--- src/rtl/rss_defs.svh ---
`ifndef RSS_DEFS_SVH
`define RSS_DEFS_SVH

// register indices (byte address = 4 * index)
`define RSS_IDX_STAT1 8'h35
`define RSS_IDX_STAT2 8'h55
`define RSS_IDX_SW1 8'h34
`define RSS_IDX_SW2 8'h54
`define RSS_IDX_IMASK 8'h70
`define RSS_IDX_ISTAT 8'h71

// switch mode fields
`define RSS_SW_STOP_L 0
`define RSS_SW_STOP_R 1
`define RSS_SW_POL_L 2
`define RSS_SW_WIDTH 3
`define RSS_SW_RESET 3'h0

// status fields
`define RSS_ST_STOP_L 0
`define RSS_ST_STOP_R 1
`define RSS_ST_EV_POS 7
`define RSS_ST_VEL_REACHED 8
`define RSS_ST_POS_REACHED 9
`define RSS_ST_VZERO 10
`define RSS_ST_ZWAIT 11
`define RSS_ST_SECOND 12
`define RSS_ST_STALL 13
`define RSS_ST_WIDTH 14

// interrupt status bits
`define RSS_IRQ_POS1 0
`define RSS_IRQ_POS2 1
`define RSS_IRQ_REV1 2
`define RSS_IRQ_REV2 3
`define RSS_IRQ_WIDTH 4
`define RSS_IMASK_RESET 4'hF

`endif

--- src/rtl/rss_pkg.sv ---
package rss_pkg;

  typedef struct packed {
    logic [31:0] actual_position;
    logic [31:0] target_position;
    logic [31:0] actual_velocity;
    logic [31:0] max_velocity;
    logic stall_detect;
    logic reverse_needed;
    logic zero_wait_active;
  } rss_ramp_t;

  typedef struct packed {
    logic left_limit_input;
    logic right_limit_input;
  } rss_limits_t;

  typedef enum logic [1:0] {
    RSS_RUN,
    RSS_HALT_L,
    RSS_HALT_R
  } rss_halt_state_t;

endpackage

--- src/rtl/rss_clr_flag.sv ---
`timescale 1ns/100ps
// clear-on-read sticky flag; a set in the clearing cycle wins
module rss_clr_flag
(
  input wire logic clk,
  input wire logic reset,
  input wire logic set_in,
  input wire logic clear_in,
  output logic flag
);

  logic flag_nxt;

  assign flag_nxt = set_in | (flag & ~clear_in); // RQ17

  always_ff @(posedge clk)
  begin
    if (reset)
      flag <= 1'b0;
    else
      flag <= flag_nxt;
  end

endmodule

--- src/rtl/rss_axis.sv ---
`timescale 1ns/100ps
`include "rss_defs.svh"
// one axis: switch stop control and status word
module rss_axis
  import rss_pkg::*;
(
  input wire logic clk,
  input wire logic reset,
  input wire logic [`RSS_SW_WIDTH-1:0] sw_mode,
  input wire rss_limits_t limits,
  input wire rss_ramp_t ramp,
  input wire logic stat_read,
  output logic [`RSS_ST_WIDTH-1:0] status,
  output logic halt,
  output logic pos_event,
  output logic rev_event
);

  logic left_active;
  logic right_active;
  logic vel_neg;
  logic vel_pos;
  logic halt_l;
  logic halt_r;
  logic pos_match;
  logic pos_match_r;
  logic pos_rise;
  logic rev_r;
  logic ev_pos;
  logic ev_rev;
  rss_halt_state_t state_r;
  rss_halt_state_t state_nxt;

  // polarity 1 means low level stops
  assign left_active = limits.left_limit_input ^ sw_mode[`RSS_SW_POL_L]; // RQ1
  // right switch has no polarity bit anywhere, high active
  assign right_active = limits.right_limit_input;
  assign vel_neg = ramp.actual_velocity[31];
  assign vel_pos = ~ramp.actual_velocity[31] & (|ramp.actual_velocity);
  // stop only toward the active switch
  assign halt_l = sw_mode[`RSS_SW_STOP_L] & left_active & vel_neg; // RQ3 RQ15
  assign halt_r = sw_mode[`RSS_SW_STOP_R] & right_active & vel_pos; // RQ2 RQ15
  assign pos_match = ramp.actual_position == ramp.target_position; // RQ10
  assign pos_rise = pos_match & ~pos_match_r; // RQ12
  assign pos_event = pos_rise;
  assign rev_event = ramp.reverse_needed & ~rev_r;

  // =========================================
  // halt state
  always_comb
  begin
    state_nxt = state_r;
    case (state_r)
      RSS_RUN:
        if (halt_l)
          state_nxt = RSS_HALT_L;
        else if (halt_r)
          state_nxt = RSS_HALT_R;
      // held until the switch releases, its enable drops or the move turns away;
      // zero velocity keeps the halt, as the ramp decays to rest while stopped
      RSS_HALT_L:
        if (!(left_active & sw_mode[`RSS_SW_STOP_L]) | vel_pos)
          state_nxt = RSS_RUN; // RQ4 RQ15
      RSS_HALT_R:
        if (!(right_active & sw_mode[`RSS_SW_STOP_R]) | vel_neg)
          state_nxt = RSS_RUN; // RQ4 RQ15
      default:
        state_nxt = RSS_RUN;
    endcase
  end

  always_ff @(posedge clk)
  begin
    if (reset)
    begin
      state_r <= RSS_RUN;
      pos_match_r <= 1'b0;
      rev_r <= 1'b0;
    end
    else
    begin
      state_r <= state_nxt;
      pos_match_r <= pos_match;
      rev_r <= ramp.reverse_needed;
    end
  end

  assign halt = (state_r != RSS_RUN);

  rss_clr_flag u_pos
  (
    .clk(clk),
    .reset(reset),
    .set_in(pos_rise),
    .clear_in(stat_read),
    .flag(ev_pos)
  );

  rss_clr_flag u_rev
  (
    .clk(clk),
    .reset(reset),
    .set_in(ramp.reverse_needed), // RQ7
    .clear_in(stat_read),
    .flag(ev_rev)
  );

  // =========================================
  // status word
  always_comb
  begin
    status = '0;
    status[`RSS_ST_STOP_L] = left_active; // RQ16
    status[`RSS_ST_STOP_R] = right_active; // RQ16
    status[`RSS_ST_EV_POS] = ev_pos; // RQ12
    status[`RSS_ST_VEL_REACHED] = ramp.actual_velocity == ramp.max_velocity; // RQ11
    status[`RSS_ST_POS_REACHED] = pos_match; // RQ10
    status[`RSS_ST_VZERO] = ~(|ramp.actual_velocity); // RQ9
    status[`RSS_ST_ZWAIT] = ramp.zero_wait_active; // RQ8
    status[`RSS_ST_SECOND] = ev_rev; // RQ7
    status[`RSS_ST_STALL] = ramp.stall_detect; // RQ5
  end

endmodule

--- src/rtl/rss_top.sv ---
// Our own choice: the strobed register port.
`timescale 1ns/100ps
`include "rss_defs.svh"
// Notes on behaviour
// RQ1: left polarity bit 2: 0 high level stops, 1 low level stops.
// RQ2: right stop enable bit 1 halts motor while right switch active.
// RQ3: left stop enable bit 0 halts motor while left switch active.
// RQ4: motion resumes by itself once the stopping switch releases.
// RQ5: status bit 13 shows live stall detect input.
// RQ6: host should enable stall halt, since polling may miss stalls; this design has no stall halt, stall only shows in status bit 13.
// RQ7: status bit 12 flags reverse move needed, cleared by status read.
// RQ8: status bit 11 high during standstill wait after stop.
// RQ9: status bit 10 high when actual velocity is zero.
// RQ10: status bit 9 high while actual equals target position.
// RQ11: status bit 8 high while actual velocity equals max velocity.
// RQ12: status bit 7 set on position match rise, cleared by read.
// RQ13: position event flag drives the interrupt output.
// RQ14: status registers at index 0x35 and 0x55.
// RQ15: left stop needs negative velocity, right stop positive velocity.
// RQ16: status bits 0 and 1 show left and right switch active.
// RQ17: event in the clearing read cycle keeps the flag set.
module rss_top
  import rss_pkg::*;
(
  input wire logic clk,
  input wire logic reset,
  input wire logic [9:0] addr,
  input wire logic [31:0] wdata,
  input wire logic wr,
  input wire logic rd,
  output logic [31:0] rdata,
  output logic irq,
  input wire rss_limits_t limits1,
  input wire rss_limits_t limits2,
  input wire rss_ramp_t ramp1,
  input wire rss_ramp_t ramp2,
  output logic halt1,
  output logic halt2
);

  // =========================================
  // address decode
  logic [7:0] idx;
  logic word_ok;
  logic sel_stat1;
  logic sel_stat2;
  logic sel_sw1;
  logic sel_sw2;
  logic sel_imask;
  logic sel_istat;

  assign idx = addr[9:2];
  assign word_ok = addr[1:0] == 2'h0;
  assign sel_stat1 = word_ok & (idx == `RSS_IDX_STAT1); // RQ14
  assign sel_stat2 = word_ok & (idx == `RSS_IDX_STAT2); // RQ14
  assign sel_sw1 = word_ok & (idx == `RSS_IDX_SW1);
  assign sel_sw2 = word_ok & (idx == `RSS_IDX_SW2);
  assign sel_imask = word_ok & (idx == `RSS_IDX_IMASK);
  assign sel_istat = word_ok & (idx == `RSS_IDX_ISTAT);

  // =========================================
  // control registers
  logic [`RSS_SW_WIDTH-1:0] sw1_r;
  logic [`RSS_SW_WIDTH-1:0] sw2_r;
  logic [`RSS_IRQ_WIDTH-1:0] imask_r;

  always_ff @(posedge clk)
  begin
    if (reset)
    begin
      sw1_r <= `RSS_SW_RESET;
      sw2_r <= `RSS_SW_RESET;
      imask_r <= `RSS_IMASK_RESET;
    end
    else if (wr)
    begin
      if (sel_sw1)
        sw1_r <= wdata[`RSS_SW_WIDTH-1:0];
      if (sel_sw2)
        sw2_r <= wdata[`RSS_SW_WIDTH-1:0];
      if (sel_imask)
        imask_r <= wdata[`RSS_IRQ_WIDTH-1:0];
    end
  end

  // =========================================
  // axes
  logic [`RSS_ST_WIDTH-1:0] stat1;
  logic [`RSS_ST_WIDTH-1:0] stat2;
  logic h1;
  logic h2;
  logic pos_ev1;
  logic pos_ev2;
  logic rev_ev1;
  logic rev_ev2;
  logic rd_stat1;
  logic rd_stat2;

  assign rd_stat1 = rd & sel_stat1;
  assign rd_stat2 = rd & sel_stat2;

  rss_axis u_axis1
  (
    .clk(clk),
    .reset(reset),
    .sw_mode(sw1_r),
    .limits(limits1),
    .ramp(ramp1),
    .stat_read(rd_stat1),
    .status(stat1),
    .halt(h1),
    .pos_event(pos_ev1),
    .rev_event(rev_ev1)
  );

  rss_axis u_axis2
  (
    .clk(clk),
    .reset(reset),
    .sw_mode(sw2_r),
    .limits(limits2),
    .ramp(ramp2),
    .stat_read(rd_stat2),
    .status(stat2),
    .halt(h2),
    .pos_event(pos_ev2),
    .rev_event(rev_ev2)
  );

  // =========================================
  // interrupt status, cleared by its own read
  logic [`RSS_IRQ_WIDTH-1:0] istat_r;
  logic [`RSS_IRQ_WIDTH-1:0] istat_set;
  logic [`RSS_IRQ_WIDTH-1:0] istat_nxt;
  logic rd_istat;
  logic irq_nxt;

  assign rd_istat = rd & sel_istat;
  assign istat_set = {rev_ev2, rev_ev1, pos_ev2, pos_ev1};
  // set beats the clearing read
  assign istat_nxt = istat_set | (istat_r & {`RSS_IRQ_WIDTH{~rd_istat}}); // RQ17
  // position flags in the status words also raise the line directly
  assign irq_nxt = (|(istat_nxt & imask_r))
    | (imask_r[`RSS_IRQ_POS1] & (stat1[`RSS_ST_EV_POS] & ~rd_stat1 | pos_ev1))
    | (imask_r[`RSS_IRQ_POS2] & (stat2[`RSS_ST_EV_POS] & ~rd_stat2 | pos_ev2)); // RQ13

  // =========================================
  // read data, one cycle after the strobe
  logic [31:0] rdata_nxt;

  assign rdata_nxt = !rd ? 32'h0 :
    sel_stat1 ? {18'h0, stat1} :
    sel_stat2 ? {18'h0, stat2} :
    sel_sw1 ? {29'h0, sw1_r} :
    sel_sw2 ? {29'h0, sw2_r} :
    sel_imask ? {28'h0, imask_r} :
    sel_istat ? {28'h0, istat_r} :
    32'h0;

  always_ff @(posedge clk)
  begin
    if (reset)
    begin
      istat_r <= '0;
      rdata <= 32'h0;
      irq <= 1'b0;
      halt1 <= 1'b0;
      halt2 <= 1'b0;
    end
    else
    begin
      istat_r <= istat_nxt;
      rdata <= rdata_nxt;
      irq <= irq_nxt;
      halt1 <= h1;
      halt2 <= h2;
    end
  end

endmodule

--- config.mk ---
export PLATFORM = sky130hd
export DESIGN_NAME = rss_top
export DESIGN_NICKNAME = d
export VERILOG_FILES = /design/src/rtl/rss_pkg.sv /design/src/rtl/rss_clr_flag.sv /design/src/rtl/rss_axis.sv /design/src/rtl/rss_top.sv
export VERILOG_INCLUDE_DIRS = /design/src /design/src/rtl
export SDC_FILE = /design/constraint.sdc
export NUM_CORES = 1
export LEC_CHECK = 0
export BUFFER_PORTS_ARGS = -buffer_cell sky130_fd_sc_hd__buf_2
export CORE_AREA = 5 5 130 132
export CTS_CLUSTER_DIAMETER = 50
export DETAILED_ROUTE_END_ITERATION = 16
export DIE_AREA = 0 0 135 137
export PLACE_DENSITY = 0.64
export SKIP_LAST_GASP = 1
export SLEW_MARGIN = 40
export SYNTH_ARGS = -nofsm -noshare
export SYNTH_HDL_FRONTEND = slang
export SYNTH_SLANG_ARGS = --single-unit
--- constraint.sdc ---
create_clock -name clk -period 5.1 [get_ports clk]
set_input_delay 0.765 -clock clk [delete_from_list [all_inputs] [get_ports clk]]
set_output_delay 0.765 -clock clk [all_outputs]
set_load 0.02 [all_outputs]
==> impl.org <==
** CTS
- Clk slew on worst S/H paths :: roughly 0.06 ns
- TritonCTS created 5 clock buffers.
- TritonCTS built the clock tree.
- CTS hold repair buffers :: 0
- Root Buffer :: sky130_fd_sc_hd__clkbuf_16
- Maximum buffer depth of the clock tree :: 2
- The H-tree was split into 2 levels.
- Once the clock tree was built, the resizer swapped 0 gates to a different size.
- Clock Sinks :: 40
- Clock insertion delay at the later pin of the skew report :: ~0.28 ns
- The number of setup buffers added after CTS is 0.

** Cells and area
- Once layout is done, the placed cells without fillers occupy 5120 um^2.
- Number of diodes :: 0
- The area growth from synthesis to layout is 55.3%.
- For this run, the share of the core covered by cells in the final layout is 0.328.
- Of the cells placed in the final design, the portion with a size suffix greater than 1 is 0.462.
- Net count of the finished layout :: approximately 1,000

** Floorplan
- Count of pins on the block boundary :: approximately 350
- Effective utilization at floorplan :: 0.211
- Y dimension of the die :: 137 um
- Die outline area :: between 15,000 and 20,000 um^2
- Die Width :: 135 um
- The total area inside the core boundary comes to between 15,000 and 20,000 um^2.
- Row generation in the floorplan step produced 46 rows.

** Critical path
- STA classifies the critical path startpoint as a primary input.
- Largest fanout on the critical path :: 7
- Signal arrival time at the worst endpoint :: roughly 3 ns
- Required time at the worst-slack endpoint :: roughly 5.3 ns
- STA classifies the critical path endpoint as a flip-flop.
- Setup CP Type :: in -> reg

** Timing
- Final number of hold-violating endpoints :: 0
- Worst Clk Skew :: roughly 0.0037 ns
- Setup repair after global routing missed its margin :: no
- After layout, the worst setup slack is around 2.3 ns.
- At the pin with the least slew margin, the transition time is 0.527 ns.
- Adding up every negative setup slack in the final design gives 0 ns.
- Min Tclk post-route :: approximately 2.8 ns
- Number of setup violations in the final report :: 0
- Static timing analysis puts the maximum clock frequency at roughly 0.36 GHz.
- Final critical-path share of the clock period :: 0.547
- Measured against its own limit, the worst slew margin works out to 0.645.
- Number of pins with negative max-slew slack in the final report :: 0

** Synth
- The biggest area contributor in the post-synthesis netlist is sky130_fd_sc_hd__xor2_1.
- Largest cells by area after synthesis :: sky130_fd_sc_hd__xor2_1 (26%), sky130_fd_sc_hd__dfxtp_1 (24%), sky130_fd_sc_hd__xnor2_1 (8.5%)
- The most common cell in the synthesized netlist is sky130_fd_sc_hd__xor2_1.
- Post-Synthesis Cell Area :: 3300 um^2
- In the synthesized netlist, the cells that appear most often are sky130_fd_sc_hd__xor2_1 (98), sky130_fd_sc_hd__nor4_1 (42), sky130_fd_sc_hd__dfxtp_1 (40).
- Each instance of the synthesized netlist takes up on average around 8.5 um^2.
- The cell count after synthesis came out at a little under 400.
- Yosys mapped a number of flops with a built-in enable equal to 0.
- Number of distinct library cells after synthesis :: slightly below 50
- Yosys warnings :: 0
- Primary flip-flop cell chosen by synthesis mapping :: sky130_fd_sc_hd__dfxtp_1
- Counting flops with an async set or reset pin after synthesis yields a share of 0.
- The synthesized design contains 40 register bits.
- Area share of the largest cell type after synthesis :: 0.260
- Sequential fraction of the synthesis area :: 0.243

** Detailed routing
- Uppermost layer routed :: met5
- Post-detailed-route wirelength per cell :: roughly 16 um
- Post-Route M1 WL :: about 4.7 mm
- Met2 layer wire length in the routed design :: 7.91 mm
- First-pass detailed-route iteration total :: 4
- Metal3 WL :: about 1.5 mm
- Post-route antenna net violation count :: 0
- Wires add up to 14.4 mm.
- Detailed-route DRC error count :: 0
- Routed vias :: just under 4,000
- After the first detailed-routing iteration, the DRC count stood at 150.
- In the routed layout, each cell is associated on average with a via count of between 4 and 5.

** Power and ir drop
- The share of total power dissipated in the clock network is 0.371.
- VDD sags by at most slightly above 0.1 mV.
- Sw Pwr :: about 0.26 mW
- Internal power consumption :: around 0.69 mW
- Of the total power, the share spent switching nets is 0.272.
- Overall power consumption :: 0.943 mW
- In this run the power density over the cells is approximately 180 nW/um^2.
- Sequential share of power :: 0.338
- Combinational cell fraction of total power :: 0.291
- The analysis attributes to cell leakage a power of approximately 2.4 nW.

** Placed design
- Total of buffers placed on input and output ports :: about 300
- Once detailed placement completed, the half-perimeter wirelength came to between 10 and 15 mm.
- Weighted congestion at the end of routability-driven global placement :: roughly 0.86
- Post-place setup slack :: roughly 2.1 ns
- After detailed placement, the total cell area comes to just under 5000 um^2.

** Global route
- The initial antenna violation count came to 3.
- Global-route wire length before repair :: just over 20 mm
- Vias in the first global route :: 4,154
- For this run the aggregate overflow at the end of global routing stands at 0.
- Entering global routing, the biggest net connects 23 pins.
- In the global route stage, overall resource usage came out at 0.144.

** Outcome
- The flow ran to the end, and the final reports show no timing, DRC or antenna violations.

** Job
- Max-cap violations in this run came to 0.

** Min path
- In this run the worst hold path is classified as reg -> reg.
## final timing paths
| kind | endpoint | startpoint | slack [ns] | cells past startpoint |
|---|---|---|---|---|
| setup / recovery | rdata[12] | addr[1] | 2.31 | 6 |
| setup reg to reg | irq | u_axis2.pos_match_r | 3.91 | 3 |
| hold / removal | u_axis2.state_r[0] | u_axis2.state_r[1] | 0.46 | 1 |
| hold reg to reg | u_axis2.state_r[0] | u_axis2.state_r[1] | 0.46 | 1 |
## routing by layer
layer	vias up	track usage
met4	6	0.0358
li1	1946	-
met3	25	0.0438
met2	231	0.304
met5	-	0
met1	1757	0.131
## power by group through the flow
stage	combinational, mW	sequential [mW]	clock, mW
after floorplan	0.124	0.326	0
after global placement	0.272	0.325	0
after detailed placement	0.275	0.326	0
after CTS	0.276	0.319	0.356
after global routing	0.299	0.319	0.373
final	0.274	0.319	0.350
## cell type report
type	count	area, um^2
clock buffers	6	129
multi-input cells	333	2360
clock inverters	2	35.0
repair buffers	297	1490
flip-flops and latches	40	801
fillers	1695	10500
inverters	11	41.3
well taps	216	270
## metrics by stage
stage / std cells / hold WS, ns
detailed placement: 897 / 0.450
global placement: 897 / 0.445
floorplan: 409 / 0.423
global route: 905 / 0.489
finish: 905 / 0.458
CTS: 905 / 0.463
## cells by family (layout without fill, tap and decap cells)
family | count (synthesis) | count (layout) | synth area share
simple gates | 136 | 136 | 0.239
xor+xnor | 130 | 130 | 0.345
flops | 40 | 40 | 0.243
compound gates | 38 | 38 | 0.0824
buf+inv | 36 | 316 | 0.0653
mux | 8 | 8 | 0.0243
other cells | 1 | 21 | 0.00114
## registers in the layout, summed over array words and instances, names as in the netlist
| register | flops |
|---|---|
| u_axis1.u_rev.flag | 1 |
| u_axis2.u_rev.flag | 1 |
| u_axis1.state_r | 2 |
| u_axis2.u_pos.flag | 1 |
| rdata | 11 |
| istat_r | 4 |
| halt1 | 1 |
| u_axis1.rev_r | 1 |
| sw1_r | 3 |
| u_axis2.rev_r | 1 |
| halt2 | 1 |
| u_axis1.pos_match_r | 1 |
| imask_r | 4 |
| u_axis1.u_pos.flag | 1 |
| sw2_r | 3 |
| u_axis2.pos_match_r | 1 |
| u_axis2.state_r | 2 |
| irq | 1 |
## critical path, cell delays in order
cell and delay (ns):
sky130_fd_sc_hd__buf_2 0.09, sky130_fd_sc_hd__or4_1 0.69, sky130_fd_sc_hd__nor4_2 0.52, sky130_fd_sc_hd__nand2_1 0.31, sky130_fd_sc_hd__nor2_1 0.41, sky130_fd_sc_hd__a22o_1 0.22
## layout by cell type (no fill, tap or decap), types with 6 or more instances in the layout
master                    Yosys  final
sky130_fd_sc_hd__buf_2        1    297
sky130_fd_sc_hd__xor2_1      98     98
sky130_fd_sc_hd__nor4_1      42     42
sky130_fd_sc_hd__dfxtp_1     40     40
sky130_fd_sc_hd__xnor2_1     32     32
sky130_fd_sc_hd__nor2_1      25     25
sky130_fd_sc_hd__conb_1       1     21
sky130_fd_sc_hd__nand4_1     19     19
sky130_fd_sc_hd__nand2_1     12     12
sky130_fd_sc_hd__a21oi_1     11     11
sky130_fd_sc_hd__inv_1        9      9
sky130_fd_sc_hd__mux2i_1      8      8
sky130_fd_sc_hd__nor3_1       6      6
sky130_fd_sc_hd__a22o_1       6      6
No activity file was read; power rests on OpenSTA's default activity.
